### config.mk
export PLATFORM = sky130hd
export DESIGN_NAME = ispr_top
export DESIGN_NICKNAME = d
export VERILOG_FILES = /design/src/design/ispr_pkg.sv /design/src/design/ispr_prox_timer.sv /design/src/design/ispr_top.sv
export SDC_FILE = /design/constraint.sdc
export NUM_CORES = 1
export LEC_CHECK = 0
export ABC_AREA = 1
export BUFFER_PORTS_ARGS = -buffer_cell sky130_fd_sc_hd__buf_2
export CAP_MARGIN = 15
export CELL_PAD_IN_SITES_DETAIL_PLACEMENT = 1
export CELL_PAD_IN_SITES_GLOBAL_PLACEMENT = 2
export CORE_ASPECT_RATIO = 0.5
export CORE_MARGIN = 3
export CORE_UTILIZATION = 33
export CTS_BUF_LIST = sky130_fd_sc_hd__clkbuf_8
export CTS_CLUSTER_DIAMETER = 100
export CTS_CLUSTER_SIZE = 16
export DETAILED_ROUTE_END_ITERATION = 10
export PLACE_DENSITY_LB_ADDON = 0.1
export SYNTH_ARGS = -nofsm -noshare
export SYNTH_HDL_FRONTEND = slang
export SYNTH_SLANG_ARGS = --single-unit
### constraint.sdc
create_clock -name i_ref_clk -period 2.05 [get_ports i_ref_clk]
set_input_delay 0.1025 -clock i_ref_clk [delete_from_list [all_inputs] [get_ports i_ref_clk]]
set_output_delay 0.1025 -clock i_ref_clk [all_outputs]
set_load 0.01 [all_outputs]
### src/design/ispr_pkg.sv
// Shared constants and types for the interrupt status and proximity block
package ispr_pkg;

	// Register bus geometry
	localparam int ISPR_ADDR_W = 8;
	localparam int ISPR_DATA_W = 32;

	// Register byte offsets, one aligned word each
	localparam logic [7:0] ISPR_OFS_STATUS = 8'h00;
	localparam logic [7:0] ISPR_OFS_RELOAD = 8'h04;
	localparam logic [7:0] ISPR_OFS_COUNT = 8'h08;

	// Status register field layout
	localparam int ISPR_PRIO_W = 3;
	localparam int ISPR_PRIO_LSB = 8;
	localparam int ISPR_PRIO_MSB = 10;
	localparam int ISPR_VEC_W = 6;
	localparam int ISPR_VEC_LSB = 0;
	localparam int ISPR_VEC_MSB = 5;

	// Reset values
	localparam logic [2:0] ISPR_PRIO_RST = 3'h0;
	localparam logic [5:0] ISPR_VEC_RST = 6'h00;
	localparam logic [31:0] ISPR_RELOAD_RST = 32'h0000_0000;
	localparam logic [31:0] ISPR_WORD_ZERO = 32'h0000_0000;

	// Timer step and terminal values
	localparam logic [31:0] ISPR_COUNT_ONE = 32'h0000_0001;

	// One interrupt presented to the core by the controller
	typedef struct packed {
		logic valid;
		logic [ISPR_PRIO_W-1:0] prio;
		logic [ISPR_VEC_W-1:0] vec;
	} ispr_present_type;

	// One register bus request
	typedef struct packed {
		logic wr;
		logic rd;
		logic [ISPR_ADDR_W-1:0] addr;
		logic [ISPR_DATA_W-1:0] wdata;
	} ispr_bus_type;

	// Proximity timer states
	typedef enum logic {
		ISPR_PROX_IDLE,
		ISPR_PROX_COUNT
	} ispr_prox_state_type;

	// Whole state of the register block
	typedef struct packed {
		logic [ISPR_PRIO_W-1:0] prio;
		logic [ISPR_VEC_W-1:0] vec;
		logic [ISPR_DATA_W-1:0] reload;
		logic [ISPR_DATA_W-1:0] rdata;
	} ispr_regs_type;

	// Whole state of the proximity timer
	typedef struct packed {
		ispr_prox_state_type fsm;
		logic [ISPR_DATA_W-1:0] count;
	} ispr_timer_type;

endpackage : ispr_pkg

### src/design/ispr_prox_timer.sv
// Interrupt proximity timer that defers core requests while it runs
`timescale 1ns/10ps
module ispr_prox_timer #(
	parameter int DATA_W = ispr_pkg::ISPR_DATA_W
) (
	// Clock and reset
	input wire logic i_ref_clk,
	input wire logic i_rst_b,
	// Trigger and reload value
	input wire logic i_trigger,
	input wire logic [DATA_W-1:0] i_reload,
	// Request from the controller, and the gated one to the core
	input wire logic i_req,
	output logic o_core_req,
	// Timer state for software
	output logic [DATA_W-1:0] o_count,
	output logic o_active
);

	// Registered state and its next value
	ispr_pkg::ispr_timer_type st;
	ispr_pkg::ispr_timer_type next_st;

	// Next-state logic of the timer
	always_comb
	begin
		next_st = st;
		unique case (st.fsm)
			// A trigger with a non-zero reload starts the countdown
			ispr_pkg::ISPR_PROX_IDLE:
			begin
				if (i_trigger && (i_reload != ispr_pkg::ISPR_WORD_ZERO))
				begin
					next_st.count = i_reload;
					next_st.fsm = ispr_pkg::ISPR_PROX_COUNT;
				end
			end
			// Retriggers are ignored so a burst cannot starve the core
			ispr_pkg::ISPR_PROX_COUNT:
			begin
				next_st.count = st.count - ispr_pkg::ISPR_COUNT_ONE;
				if (st.count == ispr_pkg::ISPR_COUNT_ONE)
				begin
					next_st.fsm = ispr_pkg::ISPR_PROX_IDLE;
				end
			end
		endcase
	end

	// State register
	always_ff @(posedge i_ref_clk or negedge i_rst_b)
	begin
		if (!i_rst_b)
		begin
			st.fsm <= ispr_pkg::ISPR_PROX_IDLE;
			st.count <= ispr_pkg::ISPR_WORD_ZERO;
		end
		else
		begin
			st <= next_st;
		end
	end

	// Requests pass only while the timer stands idle
	assign o_active = (st.fsm == ispr_pkg::ISPR_PROX_COUNT);
	assign o_core_req = i_req && !o_active;
	assign o_count = st.count;

	// Start loads exactly the reload value
	property p_load;
		@(posedge i_ref_clk) disable iff (!i_rst_b)
		(!o_active && i_trigger && i_reload != ispr_pkg::ISPR_WORD_ZERO)
		|=> (o_active && o_count == $past(i_reload));
	endproperty
	a_load: assert property (p_load) else $error("reload not loaded");

	// Last count step ends deferral and lets requests through
	property p_release;
		@(posedge i_ref_clk) disable iff (!i_rst_b)
		(o_active && o_count == ispr_pkg::ISPR_COUNT_ONE)
		|=> (!o_active && o_count == ispr_pkg::ISPR_WORD_ZERO
		&& o_core_req == i_req);
	endproperty
	a_release: assert property (p_release) else $error("no release");

	// While counting, every step but the last lowers the count by one and blocks
	property p_hold;
		@(posedge i_ref_clk) disable iff (!i_rst_b)
		(o_active && o_count != ispr_pkg::ISPR_COUNT_ONE)
		|=> (o_active && !o_core_req
		&& o_count == $past(o_count) - ispr_pkg::ISPR_COUNT_ONE);
	endproperty
	a_hold: assert property (p_hold) else $error("bad countdown");

endmodule : ispr_prox_timer

### src/design/ispr_top.sv
// Interrupt status register and proximity reload register block
// Behaviour
// Status bits 10:8 hold latest presented priority
// Status bits 5:0 hold presented vector number
// Software trusts fields only in single-vector mode
// Reload register value loads the proximity timer
// Status bits 31:11 and 7:6 read zero
// Timer counts down, then releases deferred requests
//
// Our own choices: the placing of the registers and the address-and-strobe port.
`timescale 1ns/10ps
module ispr_top #(
	parameter int ADDR_W = ispr_pkg::ISPR_ADDR_W,
	parameter int DATA_W = ispr_pkg::ISPR_DATA_W
) (
	// Clock and reset
	input wire logic i_ref_clk,
	input wire logic i_rst_b,
	// Register bus
	input wire logic i_wr,
	input wire logic i_rd,
	input wire logic [ADDR_W-1:0] i_addr,
	input wire logic [DATA_W-1:0] i_wdata,
	output logic [DATA_W-1:0] o_rdata,
	// Interrupt presented to the core by the controller
	input wire logic i_present_valid,
	input wire logic [ispr_pkg::ISPR_PRIO_W-1:0] i_present_prio,
	input wire logic [ispr_pkg::ISPR_VEC_W-1:0] i_present_vec,
	// Proximity timer trigger and request path
	input wire logic i_prox_trigger,
	input wire logic i_irq_req,
	output logic o_core_req,
	output logic o_prox_active
);

	// Bundled inputs
	ispr_pkg::ispr_present_type pres;
	ispr_pkg::ispr_bus_type bus;

	// Registered state and its next value
	ispr_pkg::ispr_regs_type st;
	ispr_pkg::ispr_regs_type next_st;

	// Timer count seen by software
	logic [DATA_W-1:0] prox_count;

	// Word image of the status register
	logic [DATA_W-1:0] status_word;

	// Address decode, used by both the write and the read path
	function automatic logic hit(
		input logic [ADDR_W-1:0] addr,
		input logic [7:0] ofs
	);
		hit = (addr == ADDR_W'(ofs));
	endfunction : hit

	// Gather the ports into their carriers
	always_comb
	begin
		pres.valid = i_present_valid;
		pres.prio = i_present_prio;
		pres.vec = i_present_vec;
		bus.wr = i_wr;
		bus.rd = i_rd;
		bus.addr = i_addr;
		bus.wdata = i_wdata;
	end

	// Status image: only the two fields are driven, the rest is zero
	always_comb
	begin
		status_word = ispr_pkg::ISPR_WORD_ZERO;
		status_word[ispr_pkg::ISPR_PRIO_MSB:ispr_pkg::ISPR_PRIO_LSB] =
			st.prio;
		status_word[ispr_pkg::ISPR_VEC_MSB:ispr_pkg::ISPR_VEC_LSB] =
			st.vec;
	end

	// Next-state logic for registers and read data
	always_comb
	begin
		next_st = st;
		// Read data stand for one cycle only, zero otherwise
		next_st.rdata = ispr_pkg::ISPR_WORD_ZERO;
		// Software write to the status fields; reserved bits not stored
		if (bus.wr && hit(bus.addr, ispr_pkg::ISPR_OFS_STATUS))
		begin
			next_st.prio = bus.wdata[ispr_pkg::ISPR_PRIO_MSB:
				ispr_pkg::ISPR_PRIO_LSB];
			next_st.vec = bus.wdata[ispr_pkg::ISPR_VEC_MSB:
				ispr_pkg::ISPR_VEC_LSB];
		end
		// Software write to the reload value
		if (bus.wr && hit(bus.addr, ispr_pkg::ISPR_OFS_RELOAD))
		begin
			next_st.reload = bus.wdata;
		end
		// A presentation in the same cycle beats a software write,
		// so the status never loses the event that just happened
		if (pres.valid)
		begin
			next_st.prio = pres.prio;
			next_st.vec = pres.vec;
		end
		// Read mux; unmapped addresses answer zero
		if (bus.rd)
		begin
			if (hit(bus.addr, ispr_pkg::ISPR_OFS_STATUS))
			begin
				next_st.rdata = status_word;
			end
			else if (hit(bus.addr, ispr_pkg::ISPR_OFS_RELOAD))
			begin
				next_st.rdata = st.reload;
			end
			else if (hit(bus.addr, ispr_pkg::ISPR_OFS_COUNT))
			begin
				next_st.rdata = prox_count;
			end
		end
	end

	// State register
	always_ff @(posedge i_ref_clk or negedge i_rst_b)
	begin
		if (!i_rst_b)
		begin
			st.prio <= ispr_pkg::ISPR_PRIO_RST;
			st.vec <= ispr_pkg::ISPR_VEC_RST;
			st.reload <= ispr_pkg::ISPR_RELOAD_RST;
			st.rdata <= ispr_pkg::ISPR_WORD_ZERO;
		end
		else
		begin
			st <= next_st;
		end
	end

	// Read data come straight from a flip-flop
	assign o_rdata = st.rdata;

	// Proximity timer fed by the reload register
	ispr_prox_timer #(
		.DATA_W(DATA_W)
	) u_timer (
		.i_ref_clk(i_ref_clk),
		.i_rst_b(i_rst_b),
		.i_trigger(i_prox_trigger),
		.i_reload(st.reload),
		.i_req(i_irq_req),
		.o_core_req(o_core_req),
		.o_count(prox_count),
		.o_active(o_prox_active)
	);

	// Presented priority appears in the status one cycle later
	property p_prio;
		@(posedge i_ref_clk) disable iff (!i_rst_b)
		i_present_valid |=> (st.prio == $past(i_present_prio));
	endproperty
	a_prio: assert property (p_prio) else $error("priority lost");

	// Presented vector appears, and a status read shows it
	property p_vec;
		@(posedge i_ref_clk) disable iff (!i_rst_b)
		(i_present_valid && !i_rd)
		##1 (i_rd && hit(i_addr, ispr_pkg::ISPR_OFS_STATUS)
		&& !i_present_valid)
		|=> (o_rdata[ispr_pkg::ISPR_VEC_MSB:ispr_pkg::ISPR_VEC_LSB]
		== $past(i_present_vec, 2));
	endproperty
	a_vec: assert property (p_vec) else $error("vector lost");

	// Status reads never show reserved bits
	property p_zero;
		@(posedge i_ref_clk) disable iff (!i_rst_b)
		(i_rd && hit(i_addr, ispr_pkg::ISPR_OFS_STATUS))
		|=> (o_rdata[31:11] == 21'h000000 && o_rdata[7:6] == 2'h0);
	endproperty
	a_zero: assert property (p_zero) else $error("reserved set");

	// A reload write is read back the next cycle
	property p_reload;
		@(posedge i_ref_clk) disable iff (!i_rst_b)
		(i_wr && hit(i_addr, ispr_pkg::ISPR_OFS_RELOAD))
		##1 (i_rd && hit(i_addr, ispr_pkg::ISPR_OFS_RELOAD) && !i_wr)
		|=> (o_rdata == $past(i_wdata, 2));
	endproperty
	a_reload: assert property (p_reload) else $error("bad reload");

	// No request reaches the core while the timer defers
	property p_defer;
		@(posedge i_ref_clk) disable iff (!i_rst_b)
		o_prox_active |-> !o_core_req;
	endproperty
	a_defer: assert property (p_defer) else $error("not deferred");

	// Priority holds without a presentation or a status write
	property p_prio_hold;
		@(posedge i_ref_clk) disable iff (!i_rst_b)
		(!i_present_valid
		&& !(i_wr && hit(i_addr, ispr_pkg::ISPR_OFS_STATUS)))
		|=> (st.prio == $past(st.prio));
	endproperty
	a_prio_hold: assert property (p_prio_hold) else $error("prio moved");

	// Vector holds without a presentation or a status write
	property p_vec_hold;
		@(posedge i_ref_clk) disable iff (!i_rst_b)
		(!i_present_valid
		&& !(i_wr && hit(i_addr, ispr_pkg::ISPR_OFS_STATUS)))
		|=> (st.vec == $past(st.vec));
	endproperty
	a_vec_hold: assert property (p_vec_hold) else $error("vec moved");

	// A status write alone stores the written priority field
	property p_prio_wr;
		@(posedge i_ref_clk) disable iff (!i_rst_b)
		(i_wr && hit(i_addr, ispr_pkg::ISPR_OFS_STATUS)
		&& !i_present_valid)
		|=> (st.prio == $past(i_wdata[ispr_pkg::ISPR_PRIO_MSB:
		ispr_pkg::ISPR_PRIO_LSB]));
	endproperty
	a_prio_wr: assert property (p_prio_wr) else $error("prio write");

	// A status write alone stores the written vector field
	property p_vec_wr;
		@(posedge i_ref_clk) disable iff (!i_rst_b)
		(i_wr && hit(i_addr, ispr_pkg::ISPR_OFS_STATUS)
		&& !i_present_valid)
		|=> (st.vec == $past(i_wdata[ispr_pkg::ISPR_VEC_MSB:
		ispr_pkg::ISPR_VEC_LSB]));
	endproperty
	a_vec_wr: assert property (p_vec_wr) else $error("vec write");

	// A status read shows the stored priority in its field
	property p_prio_rd;
		@(posedge i_ref_clk) disable iff (!i_rst_b)
		(i_rd && hit(i_addr, ispr_pkg::ISPR_OFS_STATUS))
		|=> (o_rdata[ispr_pkg::ISPR_PRIO_MSB:ispr_pkg::ISPR_PRIO_LSB]
		== $past(st.prio));
	endproperty
	a_prio_rd: assert property (p_prio_rd) else $error("prio read");

	// A status read shows the stored vector in its field
	property p_vec_rd;
		@(posedge i_ref_clk) disable iff (!i_rst_b)
		(i_rd && hit(i_addr, ispr_pkg::ISPR_OFS_STATUS))
		|=> (o_rdata[ispr_pkg::ISPR_VEC_MSB:ispr_pkg::ISPR_VEC_LSB]
		== $past(st.vec));
	endproperty
	a_vec_rd: assert property (p_vec_rd) else $error("vec read");

	// Reload value only changes on a reload write
	property p_reload_hold;
		@(posedge i_ref_clk) disable iff (!i_rst_b)
		!(i_wr && hit(i_addr, ispr_pkg::ISPR_OFS_RELOAD))
		|=> (st.reload == $past(st.reload));
	endproperty
	a_reload_hold: assert property (p_reload_hold) else $error("reload moved");

	// A reload write stores the whole word
	property p_reload_wr;
		@(posedge i_ref_clk) disable iff (!i_rst_b)
		(i_wr && hit(i_addr, ispr_pkg::ISPR_OFS_RELOAD))
		|=> (st.reload == $past(i_wdata));
	endproperty
	a_reload_wr: assert property (p_reload_wr) else $error("reload write");

	// A reload read returns the stored word
	property p_reload_rd;
		@(posedge i_ref_clk) disable iff (!i_rst_b)
		(i_rd && hit(i_addr, ispr_pkg::ISPR_OFS_RELOAD))
		|=> (o_rdata == $past(st.reload));
	endproperty
	a_reload_rd: assert property (p_reload_rd) else $error("reload read");

	// A count read returns the timer count of the read cycle
	property p_count_rd;
		@(posedge i_ref_clk) disable iff (!i_rst_b)
		(i_rd && hit(i_addr, ispr_pkg::ISPR_OFS_COUNT))
		|=> (o_rdata == $past(prox_count));
	endproperty
	a_count_rd: assert property (p_count_rd) else $error("count read");

	// Unmapped reads answer zero so no stray bits reach software
	property p_unmapped;
		@(posedge i_ref_clk) disable iff (!i_rst_b)
		(i_rd && !hit(i_addr, ispr_pkg::ISPR_OFS_STATUS)
		&& !hit(i_addr, ispr_pkg::ISPR_OFS_RELOAD)
		&& !hit(i_addr, ispr_pkg::ISPR_OFS_COUNT))
		|=> (o_rdata == ispr_pkg::ISPR_WORD_ZERO);
	endproperty
	a_unmapped: assert property (p_unmapped) else $error("unmapped data");

	// Read data fall back to zero when no read was made
	property p_rd_idle;
		@(posedge i_ref_clk) disable iff (!i_rst_b)
		!i_rd |=> (o_rdata == ispr_pkg::ISPR_WORD_ZERO);
	endproperty
	a_rd_idle: assert property (p_rd_idle) else $error("stale data");

	// A trigger with a non-zero reload starts the deferral
	property p_start;
		@(posedge i_ref_clk) disable iff (!i_rst_b)
		(!o_prox_active && i_prox_trigger
		&& st.reload != ispr_pkg::ISPR_WORD_ZERO)
		|=> o_prox_active;
	endproperty
	a_start: assert property (p_start) else $error("no start");

	// A trigger with a zero reload leaves the timer idle
	property p_zero_trig;
		@(posedge i_ref_clk) disable iff (!i_rst_b)
		(!o_prox_active && i_prox_trigger
		&& st.reload == ispr_pkg::ISPR_WORD_ZERO)
		|=> !o_prox_active;
	endproperty
	a_zero_trig: assert property (p_zero_trig) else $error("zero started");

	// With the timer idle the request reaches the core untouched
	property p_pass;
		@(posedge i_ref_clk) disable iff (!i_rst_b)
		!o_prox_active |-> (o_core_req == i_irq_req);
	endproperty
	a_pass: assert property (p_pass) else $error("request lost");

endmodule : ispr_top
==> metrics <==
RSZ-0062 raised after global routing=false; clk root buf=clkbuf_8; routed len/inst=17.55 um; final worst path period share=0.9008; Leak Pwr=3.391 nW; launch point of the worst path=u_timer.o_count[0]; HP Class=primary input to register; post-synth cell types=30; CP max FO=11; Cell Rows=34; DRC=0; GP Congestion=0.8871; clk_lat worst skew=0.39 ns; max_cap viols=0; Synth Flop Type=dfrtp_1; ys async rst share=1.000; initial DRC count=232; vias in the first global route=5821; Pwr Total=4.145 mW; antenna violations before repair=0; reg-to-reg startpoint=u_timer.o_count[0]; Post-Syn Area per Cell=7.225 sq um; Via Count=5728; status=finished, final reports clean; GRT Total Usage=0.2123; worst r2r path cells=11; clock network power share=0.383; CP Data Arrival Time=2.18 ns; area leader, netlist=dfrtp_1; starting density of the core=0.3405; Final Max Slew Viols=0; flop2flop setup slack=0.20 ns; Peak VDD IR=0.3308 mV; Seq/Total Area, Yosys=0.4444; ranking of synthesized cells by area=dfrtp_1 44%, nand2_1 14%, nand3_1 8.3%; most frequent cell after synthesis=nand2_1; Setup Skew=0.009564 ns; H-tree depth=3; I/O Buffers=89; synthesized area=5968 sq um; P&R area growth vs syn=19.48%; Antenna Violating Nets Remaining=0; Placement Setup Slack=0.1263 ns; setup violators final=0; Post CTS Setup Buffer Count=0; critical path launch point type=register; Synth Instances=826; Worst Tran Pin Value=0.6606 ns; NetSw=1.046 mW; largest net degree at the start of global routing=107; final net count=977; core area=17530 sq um; hpwl dp=14.89 mm; die area=19830 sq um; CTS Buf Count=9; CTS Sinks=106; Die X=196.2 um; Max Clk Rate=541.5 MHz; Post-Route Setup TNS=0 ns; Worst slew margin=0.5596; Post-synth top cells=227 x nand2_1, 111 x nor2_1, 106 x dfrtp_1; Clock transition at path regs=0.11 ns; num ports=90; Power Dens Cells=581.3 nW/um^2; grt total ovfl=0; Switching Share=0.2524; worst setup margin=0.2034 ns; post-synthesis register bit count=106; Worst EP required=2.38 ns; combinational share of power=0.088; fraction of layout cells with a size suffix above 1=0.1602; TritonRoute pass-1 iters=4; n_diodes=0; crit path kind=register to register; routed vias/inst=4.946; Sequential Power Share=0.529; CTS Buffer Depth=2; Synth Net Count=884; fin crit period=1.847 ns; Final Hold Fails=0; Total Wirelength=20.32 mm; synth warn=0; Post-synth EDFFs=0; CTS tree=done; internal power=3.099 mW; first-pass GRT wire length=32.65 mm; share of the synthesized area in the top cell type=0.4444; CP endpoint=u_timer.o_count[26]; die outline height=101.1 um; CP endpoint kind=register; reg-to-reg endpoint=u_timer.o_count[26]
[timing repair]
item,CTS,global route
hold endpoints to repair,144,0
gates resized for setup,0,4
hold buffers,37,0
setup endpoints to repair,0,5
[stage by stage]
stage                     std cells  utilization  hold slack (ns)  cell area, sq um
after global placement         1105       0.3714           0.2338              6509
after global routing           1158       0.4068          0.02639              7131
final                          1158       0.4068          0.02441              7131
after floorplan                 826            -          -0.1931              5968
after CTS                      1158       0.4062         0.006182              7119
after detailed placement       1105       0.3714           0.2356              6509
[layer usage]
layer	track usage	part of all wire
met5	0	0
met4	0.05200	0.015
met1	0.3195	0.53
met3	0.03673	0.031
met2	0.3161	0.43
[power groups by stage]
stage / clock, mW / combinational, mW / sequential (mW)
floorplan: 0 / 0.152 / 2.21
global placement: 0 / 0.306 / 2.23
detailed placement: 0 / 0.314 / 2.24
CTS: 1.65 / 0.369 / 2.19
global route: 1.73 / 0.417 / 2.20
finish: 1.59 / 0.363 / 2.19
[registers in the layout (all words and copies together), names as in the netlist]
signal / cells
o_rdata: 32
u_timer.o_count: 32
u_timer.o_active: 1
st: 41
[how the worst min path moves through the flow]
stage	startpoint	to	slack, ns	cells past startpoint
global placement	i_rst_b	o_rdata[14]	0.23	2
detailed placement	i_rst_b	o_rdata[18]	0.24	2
CTS	i_present_vec[0]	st[64]	0.006	3
finish	i_present_prio[0]	st[70]	0.02	3
floorplan	i_rst_b	o_rdata[0]	-0.19	0
global route	i_present_prio[0]	st[70]	0.03	3
[worst max-delay path, cell delays in order, from the launching register on]
cell,delay (ns)
dfrtp_1,0.44
inv_1,0.12
ha_1,0.20
nand2_1,0.14
nor2_1,0.13
buf_4,0.20
nand2_1,0.11
nor2_1,0.19
nand2_1,0.07
nand2_1,0.06
nand2_1,0.05
nand3_1,0.09
[cells in the final DEF (no fill, tap or decap), types with 2 or more instances in the layout]
master,netlist,layout
inv_1,56,56
nor2_1,111,109
o21ai_1,9,9
dlygate4sd3_1,0,37
clkinv_2,0,2
o21ai_0,23,23
buf_4,35,27
nand4_1,39,39
xnor2_1,4,4
ha_1,2,2
a21oi_1,62,62
nand3_1,99,98
dfrtp_1,106,105
xor2_1,2,2
clkbuf_8,0,9
bufinv_16,0,3
buf_2,15,88
nand2_1,227,227
nor2_2,1,3
nand2_2,2,2
[cell families (layout without fill, tap and decap cells)]
family	Yosys count	in the layout	synth area share
XOR/XNOR	6	6	0.008805
adder cells (fa/ha/maj)	2	2	0.004192
AND/OR/NAND/NOR	486	486	0.3520
flip-flops	106	106	0.4444
AO/OA/AOI/OAI	97	97	0.08302
buffers and inverters	129	227	0.1075
[cell type report]
cell class	instances	area, sq um
fillers	2244	10400
multi-input cells	591	2693
flip-flops and latches	106	2654
repair buffers	153	1033
well taps	234	292.8
inverters	58	217.7
clock buffers	9	123.9
clock inverters	7	116.4
No activity file was read; power rests on OpenSTA's default activity.
